--- src/rtl/ldio_consts.svh ---
/*
  constants of the logical device register bank and io decode: bank indices,
  reset values, device numbers and base address ranges.
  assumes inclusion by ldio_pkg and the design modules; definitions only.
*/
`ifndef LDIO_CONSTS_SVH
`define LDIO_CONSTS_SVH

`define LDIO_IDX_LDN 8'h07
`define LDIO_IDX_BANK_LO 8'h30
`define LDIO_IDX_ACT 8'h30
`define LDIO_IDX_BASE_HI 8'h60
`define LDIO_IDX_BASE_LO 8'h61
`define LDIO_IDX_IRQ 8'h70
`define LDIO_IDX_DMA 8'h74
`define LDIO_IDX_DMA_SPARE 8'h75
`define LDIO_IDX_RSVA_LO 8'h76
`define LDIO_IDX_RSVA_HI 8'hA8
`define LDIO_IDX_RSVB_LO 8'hA9
`define LDIO_IDX_RSVB_HI 8'hDF
`define LDIO_IDX_VEND_LO 8'hE0
`define LDIO_IDX_VEND_HI 8'hFE
`define LDIO_IDX_LAST 8'hFF

`define LDIO_DEV_FLOPPY 4'h0
`define LDIO_DEV_PARALLEL 4'h3
`define LDIO_DEV_SERIAL1 4'h4
`define LDIO_DEV_SERIAL2 4'h5
`define LDIO_DEV_KEYBOARD 4'h7
`define LDIO_DEV_GAME 4'h9
`define LDIO_NDEV 10
`define LDIO_NSLOT 6
`define LDIO_MEM_DEPTH 192

`define LDIO_IRQ_RST 4'h0
`define LDIO_IRQ_RST_FLOPPY 4'h6
`define LDIO_DMA_RST 3'h0
`define LDIO_DMA_RST_FLOPPY 3'h2
`define LDIO_DMA_RST_PAR_SER 3'h4

`define LDIO_BASE_MIN 16'h0100
`define LDIO_BASE_MAX8 16'h0FF8
`define LDIO_BASE_MAX4 16'h0FFC
`define LDIO_BASE_MAX1 16'h0FFF
`define LDIO_ALIGN8 16'h0007
`define LDIO_ALIGN4 16'h0003
`define LDIO_ALIGN1 16'h0000
`define LDIO_FLOPPY_HOLE 16'h0006
`define LDIO_PAR_STD_LAST 16'h0002
`define LDIO_PAR_EPP_LAST 16'h0007
`define LDIO_PAR_ECP_LO 16'h0400
`define LDIO_PAR_ECP_HI 16'h0402
`define LDIO_KBD_DATA 16'h0060
`define LDIO_KBD_CMD 16'h0064

`endif

--- src/rtl/ldio_pkg.sv ---
/*
  types shared by the logical device bank modules.
  assumes ldio_consts.svh is on the include path.
*/
`include "ldio_consts.svh"

package ldio_pkg;
   typedef logic [7:0] ldio_byte_t;
   typedef logic [3:0] ldio_dev_t;

   typedef struct packed {
      ldio_dev_t ldn;
      ldio_byte_t idx;
      logic [`LDIO_NDEV-1:0] act;
      logic [`LDIO_NDEV-1:0][7:0] base_hi;
      logic [`LDIO_NDEV-1:0][7:0] base_lo;
      logic [`LDIO_NDEV-1:0][3:0] irq;
      logic [`LDIO_NDEV-1:0][2:0] dma;
      ldio_byte_t rdata;
      logic [`LDIO_NDEV-1:0] sel;
   } ldio_bank_s;

   typedef struct packed {
      logic [`LDIO_MEM_DEPTH-1:0][7:0] mem;
      ldio_byte_t rdata;
   } ldio_vmem_s;
endpackage

--- src/rtl/ldio_vmem_if.sv ---
/*
  carrier between the bank logic and its vendor-register memory.
  assumes one clock shared by both ends.
*/
`timescale 1ns/1ps
`default_nettype none

interface ldio_vmem_if;
   logic we;
   logic [7:0] addr;
   logic [7:0] wdata;
   logic [7:0] rdata;
   modport bank (output we, output addr, output wdata, input rdata);
   modport mem (input we, input addr, input wdata, output rdata);
endinterface

`default_nettype wire

--- src/rtl/ldio_bank.sv ---
/*
  logical device configuration bank and host io address decode.
  assumes the host interface logic delivers index/data port strobes and io
  cycle addresses on core_clk, so none of them is synchronised here.
*/
// Overview of operation
// - dma choice byte 0x74 exists only for floppy and parallel devices.
// - index 0x75 ignores writes and reads zero in every bank.
// - indices 0x76-0xA8 and 0xA9-0xDF ignore writes, read zero.
// - 0xE0-0xFE hold vendor per-device registers; 0xFF is reserved.
// - a device is on when its activation or power bit is set.
// - activation and power bits are coupled; changing one changes both.
// - base outside the device's permitted range means no decode.
// - reset loads primary interrupt of device 0 with 0x06.
// - reset loads dma choice 0x02 for device 0, 0x04 for 3 and 5.
// - floppy decodes 8 bytes, base 0x100-0xFF8 aligned 8, offset 6 unused.
// - parallel base 0x100-0xFFC aligned 4; offsets 3-7 only if 8-aligned.
// - parallel also decodes base plus 400h, 401h and 402h.
// - serial ports decode 8 bytes, base 0x100-0xFF8 aligned 8.
// - keyboard ignores base registers, decodes fixed 60h and 64h.
// - game port decodes one byte, base anywhere 0x100-0xFFF.
// - global index 0x07 selects the bank seen at 0x30 and above.
// - base address is index 0x60 high byte, 0x61 low byte.
// - bit 0 of index 0x30 activates or deactivates the selected device.
`include "ldio_consts.svh"
`timescale 1ns/1ps
`default_nettype none

module ldio_bank (
   input wire logic core_clk,
   input wire logic nrst,
   input wire logic cfg_mode,
   input wire logic cfg_idx_wr,
   input wire logic cfg_dat_wr,
   input wire logic cfg_dat_rd,
   input wire logic [7:0] cfg_wdata,
   output logic [7:0] cfg_rdata,
   input wire logic pwr_wr,
   input wire logic [3:0] pwr_dev,
   input wire logic pwr_val,
   input wire logic io_cyc,
   input wire logic [15:0] io_addr,
   output logic [9:0] io_sel,
   output logic [9:0] dev_on,
   output logic [39:0] irq_sel,
   output logic [29:0] dma_sel
);
   ldio_pkg::ldio_bank_s s_r;
   ldio_pkg::ldio_bank_s s_nxt;
   ldio_vmem_if vm ();

   function automatic logic dev_valid(input ldio_pkg::ldio_dev_t d);
      dev_valid = (d == `LDIO_DEV_FLOPPY) || (d == `LDIO_DEV_PARALLEL) ||
                  (d == `LDIO_DEV_SERIAL1) || (d == `LDIO_DEV_SERIAL2) ||
                  (d == `LDIO_DEV_KEYBOARD) || (d == `LDIO_DEV_GAME);
   endfunction

   function automatic logic has_dma(input ldio_pkg::ldio_dev_t d);
      has_dma = (d == `LDIO_DEV_FLOPPY) || (d == `LDIO_DEV_PARALLEL);
   endfunction

   function automatic logic has_base(input ldio_pkg::ldio_dev_t d);
      has_base = dev_valid(d) && (d != `LDIO_DEV_KEYBOARD);
   endfunction

   function automatic logic [2:0] slot(input ldio_pkg::ldio_dev_t d);
      case (d)
         `LDIO_DEV_FLOPPY: slot = 3'd0;
         `LDIO_DEV_PARALLEL: slot = 3'd1;
         `LDIO_DEV_SERIAL1: slot = 3'd2;
         `LDIO_DEV_SERIAL2: slot = 3'd3;
         `LDIO_DEV_KEYBOARD: slot = 3'd4;
         default: slot = 3'd5;
      endcase
   endfunction

   // base legal when inside [lo:hi] and on the required alignment
   function automatic logic base_ok(input logic [15:0] b, input logic [15:0] hi,
                                    input logic [15:0] mask);
      base_ok = (b >= `LDIO_BASE_MIN) && (b <= hi) && ((b & mask) == 16'h0000);
   endfunction

   function automatic logic [15:0] base_of(input ldio_pkg::ldio_bank_s s, input int d);
      base_of = {s.base_hi[d], s.base_lo[d]};
   endfunction

   logic [9:0] hit;
   logic [15:0] b_fdc, b_par, b_s1, b_s2, b_game, par_ofs;
   logic par_epp;

   // window decode; qualified by activation below, so a disabled device stays silent
   always_comb begin
      b_fdc = base_of(s_r, 0);
      b_par = base_of(s_r, 3);
      b_s1 = base_of(s_r, 4);
      b_s2 = base_of(s_r, 5);
      b_game = base_of(s_r, 9);
      par_ofs = io_addr - b_par;
      par_epp = base_ok(b_par, `LDIO_BASE_MAX8, `LDIO_ALIGN8);
      hit = '0;
      hit[0] = base_ok(b_fdc, `LDIO_BASE_MAX8, `LDIO_ALIGN8) &&
               (io_addr[15:3] == b_fdc[15:3]) &&
               ((io_addr - b_fdc) != `LDIO_FLOPPY_HOLE);
      hit[3] = base_ok(b_par, `LDIO_BASE_MAX4, `LDIO_ALIGN4) &&
               ((io_addr >= b_par && par_ofs <= `LDIO_PAR_STD_LAST) ||
                (par_epp && io_addr >= b_par && par_ofs <= `LDIO_PAR_EPP_LAST) ||
                (par_ofs >= `LDIO_PAR_ECP_LO && par_ofs <= `LDIO_PAR_ECP_HI));
      hit[4] = base_ok(b_s1, `LDIO_BASE_MAX8, `LDIO_ALIGN8) &&
               (io_addr[15:3] == b_s1[15:3]);
      hit[5] = base_ok(b_s2, `LDIO_BASE_MAX8, `LDIO_ALIGN8) &&
               (io_addr[15:3] == b_s2[15:3]);
      hit[7] = (io_addr == `LDIO_KBD_DATA) || (io_addr == `LDIO_KBD_CMD);
      hit[9] = base_ok(b_game, `LDIO_BASE_MAX1, `LDIO_ALIGN1) && (io_addr == b_game);
   end

   logic in_bank, is_vend;

   always_comb begin
      s_nxt = s_r;
      in_bank = (s_r.idx >= `LDIO_IDX_BANK_LO) && dev_valid(s_r.ldn);
      is_vend = (s_r.idx >= `LDIO_IDX_VEND_LO) && (s_r.idx <= `LDIO_IDX_VEND_HI);
      vm.we = 1'b0;
      vm.addr = {slot(s_r.ldn), s_r.idx[4:0]};
      vm.wdata = cfg_wdata;
      if (cfg_mode && cfg_idx_wr) begin
         s_nxt.idx = cfg_wdata;
      end
      if (cfg_mode && cfg_dat_wr) begin
         if (s_r.idx == `LDIO_IDX_LDN) begin
            s_nxt.ldn = cfg_wdata[3:0];
         end else if (in_bank) begin
            // unlisted indices outside vendor 0xE0-0xFE, such as 0x75, 0x76-0xDF and 0xFF, drop the write
            case (s_r.idx)
               `LDIO_IDX_ACT: s_nxt.act[s_r.ldn] = cfg_wdata[0];
               `LDIO_IDX_BASE_HI: begin
                  if (has_base(s_r.ldn)) begin
                     s_nxt.base_hi[s_r.ldn] = cfg_wdata;
                  end
               end
               `LDIO_IDX_BASE_LO: begin
                  if (has_base(s_r.ldn)) begin
                     s_nxt.base_lo[s_r.ldn] = cfg_wdata;
                  end
               end
               `LDIO_IDX_IRQ: s_nxt.irq[s_r.ldn] = cfg_wdata[3:0];
               `LDIO_IDX_DMA: begin
                  if (has_dma(s_r.ldn)) begin
                     s_nxt.dma[s_r.ldn] = cfg_wdata[2:0];
                  end
               end
               default: vm.we = is_vend;
            endcase
         end
      end
      // power/control side shares the one stored bit, so both views always agree
      if (pwr_wr && dev_valid(pwr_dev)) begin
         s_nxt.act[pwr_dev] = pwr_val;
      end
      s_nxt.rdata = s_r.rdata;
      if (cfg_dat_rd) begin
         s_nxt.rdata = 8'h00;
         if (!cfg_mode) begin
            s_nxt.rdata = 8'h00;
         end else if (s_r.idx == `LDIO_IDX_LDN) begin
            s_nxt.rdata = {4'h0, s_r.ldn};
         end else if (in_bank) begin
            case (s_r.idx)
               `LDIO_IDX_ACT: s_nxt.rdata = {7'h00, s_r.act[s_r.ldn]};
               `LDIO_IDX_BASE_HI: s_nxt.rdata = has_base(s_r.ldn) ? s_r.base_hi[s_r.ldn] : 8'h00;
               `LDIO_IDX_BASE_LO: s_nxt.rdata = has_base(s_r.ldn) ? s_r.base_lo[s_r.ldn] : 8'h00;
               `LDIO_IDX_IRQ: s_nxt.rdata = {4'h0, s_r.irq[s_r.ldn]};
               `LDIO_IDX_DMA: s_nxt.rdata = has_dma(s_r.ldn) ? {5'h00, s_r.dma[s_r.ldn]} : 8'h00;
               default: s_nxt.rdata = is_vend ? vm.rdata : 8'h00;
            endcase
         end
      end
      s_nxt.sel = io_cyc ? (hit & s_r.act) : '0;
   end

   always_ff @(posedge core_clk) begin
      if (!nrst) begin
         s_r <= '0;
         s_r.irq[0] <= `LDIO_IRQ_RST_FLOPPY;
         s_r.dma[0] <= `LDIO_DMA_RST_FLOPPY;
         s_r.dma[3] <= `LDIO_DMA_RST_PAR_SER;
         s_r.dma[5] <= `LDIO_DMA_RST_PAR_SER;
      end else begin
         s_r <= s_nxt;
      end
   end

   ldio_vmem u_vmem (
      .core_clk(core_clk),
      .nrst(nrst),
      .port(vm.mem)
   );

   assign cfg_rdata = s_r.rdata;
   assign io_sel = s_r.sel;
   assign dev_on = s_r.act;
   assign irq_sel = s_r.irq;
   assign dma_sel = s_r.dma;
endmodule // ldio_bank

`default_nettype wire

--- src/rtl/ldio_vmem.sv ---
/*
  per-device storage of the vendor bank registers, six devices of 32 bytes.
  assumes synchronous active-low reset; read data are registered, so a value
  written shows on rdata one edge after the write.
*/
`include "ldio_consts.svh"
`timescale 1ns/1ps
`default_nettype none

module ldio_vmem (
   input wire logic core_clk,
   input wire logic nrst,
   ldio_vmem_if.mem port
);
   ldio_pkg::ldio_vmem_s s_r;
   ldio_pkg::ldio_vmem_s s_nxt;

   always_comb begin
      s_nxt = s_r;
      if (port.we && port.addr < 8'(`LDIO_MEM_DEPTH)) begin
         s_nxt.mem[port.addr] = port.wdata;
      end
      s_nxt.rdata = (port.addr < 8'(`LDIO_MEM_DEPTH)) ? s_r.mem[port.addr] : 8'h00;
   end

   always_ff @(posedge core_clk) begin
      if (!nrst) begin
         s_r <= '0;
      end else begin
         s_r <= s_nxt;
      end
   end

   assign port.rdata = s_r.rdata;
endmodule // ldio_vmem

`default_nettype wire

--- config.mk ---
export PLATFORM = sky130hd
export DESIGN_NAME = ldio_bank
export DESIGN_NICKNAME = d
export VERILOG_FILES = /design/src/rtl/ldio_pkg.sv /design/src/rtl/ldio_vmem_if.sv /design/src/rtl/ldio_bank.sv /design/src/rtl/ldio_vmem.sv
export VERILOG_INCLUDE_DIRS = /design/src /design/src/rtl
export SDC_FILE = /design/constraint.sdc
export NUM_CORES = 2
export LEC_CHECK = 0
export BUFFER_PORTS_ARGS = -buffer_cell sky130_fd_sc_hd__buf_2
export CAP_MARGIN = 5
export CORE_UTILIZATION = 28
export DETAILED_ROUTE_END_ITERATION = 16
export GPL_TIMING_DRIVEN = 0
export PLACE_DENSITY = 0.52
export SETUP_SLACK_MARGIN = 0.15
export SYNTH_ARGS = -nofsm -noshare
export SYNTH_HDL_FRONTEND = slang
export SYNTH_HIERARCHICAL = 1
export SYNTH_SLANG_ARGS = --single-unit
--- constraint.sdc ---
create_clock -name core_clk -period 3.15 [get_ports core_clk]
set_input_delay 0 -clock core_clk [delete_from_list [all_inputs] [get_ports core_clk]]
set_output_delay 0 -clock core_clk [all_outputs]
set_load 0.02 [all_outputs]
==> summary.md <==
| Metric | Value |
|---|---|
| Status | complete, but fails checks |
| Violated checks | max-capacitance violations, max-slew violations, negative setup slack |
| GR Util All Layers | 0.269 |
| Die width | 553 um |
| Area taken by flip-flops and latches | 36300 um^2 |
| Switching power | 0.0130 W |
| Final setup vio count | 9 |
| Via count | 79400 |
| Flop2flop setup slack | -0.29 ns |
| Area Overhead vs Synth | 25.8% |
| 1st-iter DRT viols | 11000 |
| CTS tree | built |
| Via-to-Cell Ratio | between 5 and 6 |
| H-tree depth | 4 |
| Power Density | between 400 and 500 nW/um^2 |
| Routed WL | 431 mm |
| Mapped Area | 85000 um^2 |
| Critical path, cell by cell | buf_4 -> nor2b_4 -> clkbuf_4 -> a22oi_1 -> nand3_1 -> o2111ai_2 -> nor4_4 -> a31oi_4 |
| Worst Hold Depth | 7 |
| HPWL after DPL | 300 mm |
| Placer Congestion | 1.01 |
| #FFs+latches synth | between 1500 and 2000 |
| Crit path max fanout | 15 |
| RSZ-0062 raised after global routing | yes |
| Core ar. | ~300000 um^2 |
| Switching Fraction | 0.252 |
| Post-route ant nets | 0 |
| Drt pass-1 iters | 6 |
| Power share of the combinational group | 0.069 |
| WL met2 | around 180 mm |
| Peak per-stage delay on the critical path | 0.67 ns |
| Port bufs | 124 |
| Worst-Margin Slew | about 1.6 ns |
| WL/cell | 30.7 um |
| Met1 WL | 167 mm |
| Final period utilization | 1.09 |
| Leading cell type in the layout, fill and taps excluded | nand2_1 |
| Std cell rows | 201 |
| CTS Buf Count | 209 |
| First-pass GRT wire length | about 600 mm |
| Int Pwr | 0.0387 W |
| CP Depth | 8 |
| Crit path buf inv count | 2 |
| Drt drc | 0 |
| Pre-CTS setup slack | -3.15 ns |
| Max frequency | about 290 MHz |
| Hold Crit Start | io_addr[3] |
| Final std cells w/o fill | between 10000 and 15000 |
| Power share of the clock group | 0.488 |
| Top Family by Delay on Critical Path | simple AND/OR/NAND/NOR gates |
| Die Span Y | 553 um |
| Top FF cell, synth | dfxtp_1 |
| Number of synthesized flops with an enable pin | 0 |
| Leak Pwr | 36.3 nW |
| Vias in the first global route | 74700 |
| Fraction of registers with async set/reset | 0 |
| Clock skew | 0.0790 ns |
| Clock Sink Count | 1810 |
| Peak VDD IR | 0.468 mV |
| Starting Density | 0.282 |
| Reg2reg end | u_vmem/port.rdata[7] |
| Yosys Warn Count | 6 |
| Worst min path class | input port to flop |
| Required time of the critical path | 3.88 ns |
| Mean Syn Cell Area | between 9 and 10 um^2 |
| Post-synthesis instance total | 9247 |
| Placed cell count | 13300 |
| Setup_tns | -1.66 ns |
| Area of the multi-input gates | 47300 um^2 |
| Number of cells on the worst reg-to-reg path | 8 |
| Sequential share of the synthesized area | 0.426 |
| Worst R2R Start | s_r[260] |
| Critical Path Start Type | flop |
| Period minus WS final | 3.44 ns |
| Largest net degree at the start of global routing | 16 |
| Top Metal Used | met5 |
| Worst Hold End | io_sel[3] |
| Worst-skew pair later-pin latency | around 0.90 ns |
| Critical path class | flop to flop |
| Clock root buffer | clkbuf_16 |
| Ports | between 100 and 150 |
| Die ar. | just over 300000 um^2 |
| Fillers | between 30000 and 40000 |
| Longest Clk Path Bufs | 4 |
| Share of layout cells above drive strength 1 | 0.206 |
| Worst-path clk slew | ~0.06 ns |
| Setup crit end kind | flop |
| Final Worst Setup Slack | -0.291 ns |
| Most frequent cells in the layout | nand2_1 (1952), dfxtp_1 (1801), a21boi_0 (1234) |
| Fin nets | 9971 |
| Met3 wire length | 51.6 mm |
| Grt ovf | 0 |
| Max cap viols | 2 |
| Synth unique cells | between 80 and 90 |
| Worst EP arrival | 4.17 ns |
| Antenna violations before repair | 40 |
| Rel. slew slack | -0.0759 |
| Design Power | 0.0517 W |
| Part of the power in registers | 0.443 |
| CP max stage cell | nor4_4 |
| Final hold viol count | 0 |
| Max-slew violation count | 22 |
## registers in the layout (all words and copies together), names as in the netlist
signal and count:
b_fdc 16, b_game 16, b_par 16, b_s1 16, b_s2 16, cfg_rdata 8, dev_on 10, dma_sel 30
io_sel 6, irq_sel 40, s_r 92, u_vmem/port.rdata 8, u_vmem/s_r 1536
## per-stage QoR
step,utilization,cell area [um^2],hold WS [ns]
final,0.355,107000,0.0598
after global routing,0.355,107000,0.0275
after CTS,0.348,105000,0.000834
after detailed placement,0.302,90900,0.352
after global placement,0.301,90600,0.333
after floorplan,-,85000,0.157
## worst max path at each step
stage              from  slack, ns                   end
3_5_place_dp   s_r[268]      -3.15  u_vmem/port.rdata[6]
2_1_floorplan  s_r[268]       0.24       u_vmem/s_r[264]
3_3_place_gp   s_r[259]      -3.21  u_vmem/port.rdata[7]
6_report       s_r[260]      -0.29  u_vmem/port.rdata[7]
4_1_cts        s_r[258]      -0.12  u_vmem/port.rdata[1]
5_1_grt        s_r[258]      -0.23  u_vmem/port.rdata[0]
## power groups by stage
stage	Clock (W)	Combinational [W]	Sequential (W)
after floorplan	0	0.00144	0.0234
after global placement	0	0.00290	0.0234
after detailed placement	0	0.00293	0.0234
after CTS	0.0254	0.00333	0.0229
after global routing	0.0264	0.00355	0.0229
final	0.0252	0.00358	0.0229
## logic make-up after synthesis
group / Yosys count / synth area share
and+or+nand+nor: 3505 / 0.184
other: 1 / 0.0000441
AOI/OAI and AO/OA: 2088 / 0.173
buffers and inverters: 951 / 0.0515
DFF: 1810 / 0.426
xor gates and xnor gates: 32 / 0.00330
adders and majority gates: 32 / 0.00480
muxes: 828 / 0.157
## worst register-to-register path: cells and delay by family, from the launching register on
kind / cells / cell delay [ns]
compound gates: 3 / 0.61
buf+inv: 2 / 0.84
flops: 1 / 0.54
simple gates: 3 / 1.28
## Yosys cell counts, drive strengths merged (6+ instances only)
| master | n | share of area |
|---|---|---|
| and3 | 23 | 0.0017 |
| dfxtp | 1810 | 0.43 |
| nand4 | 15 | 0.0011 |
| inv | 48 | 0.0021 |
| nor3b | 7 | 0.00074 |
| o221ai | 6 | 0.00062 |
| ha | 31 | 0.0046 |
| nand3 | 632 | 0.037 |
| xor2 | 18 | 0.0019 |
| a32oi | 7 | 0.00072 |
| or4 | 6 | 0.00053 |
| nor4 | 29 | 0.0024 |
| a211oi | 13 | 0.0012 |
| nor2 | 169 | 0.0078 |
| o22ai | 23 | 0.0017 |
| mux2i | 420 | 0.049 |
| mux4 | 405 | 0.11 |
| a21o | 7 | 0.00062 |
| o2111ai | 11 | 0.0013 |
| a22oi | 149 | 0.013 |
| o211ai | 11 | 0.00097 |
| a31oi | 8 | 0.00059 |
| a21boi | 1343 | 0.12 |
| nand2 | 2067 | 0.091 |
| nand2b | 24 | 0.0018 |
| nor3 | 36 | 0.0022 |
| o21ai | 345 | 0.020 |
| a22o | 18 | 0.0019 |
| nor2b | 338 | 0.025 |
| a221oi | 17 | 0.0018 |
| a21oi | 97 | 0.0058 |
| or2 | 7 | 0.00052 |
| clkbuf | 607 | 0.027 |
| xnor2 | 14 | 0.0014 |
| buf | 296 | 0.023 |
| and2 | 135 | 0.0099 |
## final cells by class
type / count / area share
sequential: 1810 / 0.339
multi-input combinational: 6489 / 0.442
tap: 3958 / 0.0463
antenna: 18 / 0.000421
buffer: 899 / 0.0641
clock inverter: 58 / 0.00659
inverter: 48 / 0.00173
clock buffer: 316 / 0.0586
timing repair buffer: 445 / 0.0410
## metal layers
metal | vias up | track usage
met2 | 5130 | 0.396
li1 | 33600 | -
met5 | - | 0
met1 | 39300 | 0.343
met3 | 1337 | 0.0802
met4 | 18 | 0.171
## timing repair
item,CTS,global route
resized for setup,1220,392
setup buffers,139,90
endpoints found under the hold margin,318,0
cloned,12,5
pin swaps,54,76
hold buffers,61,0
setup endpoints to repair,1548,1532
(Power assumes the default switching activity.)
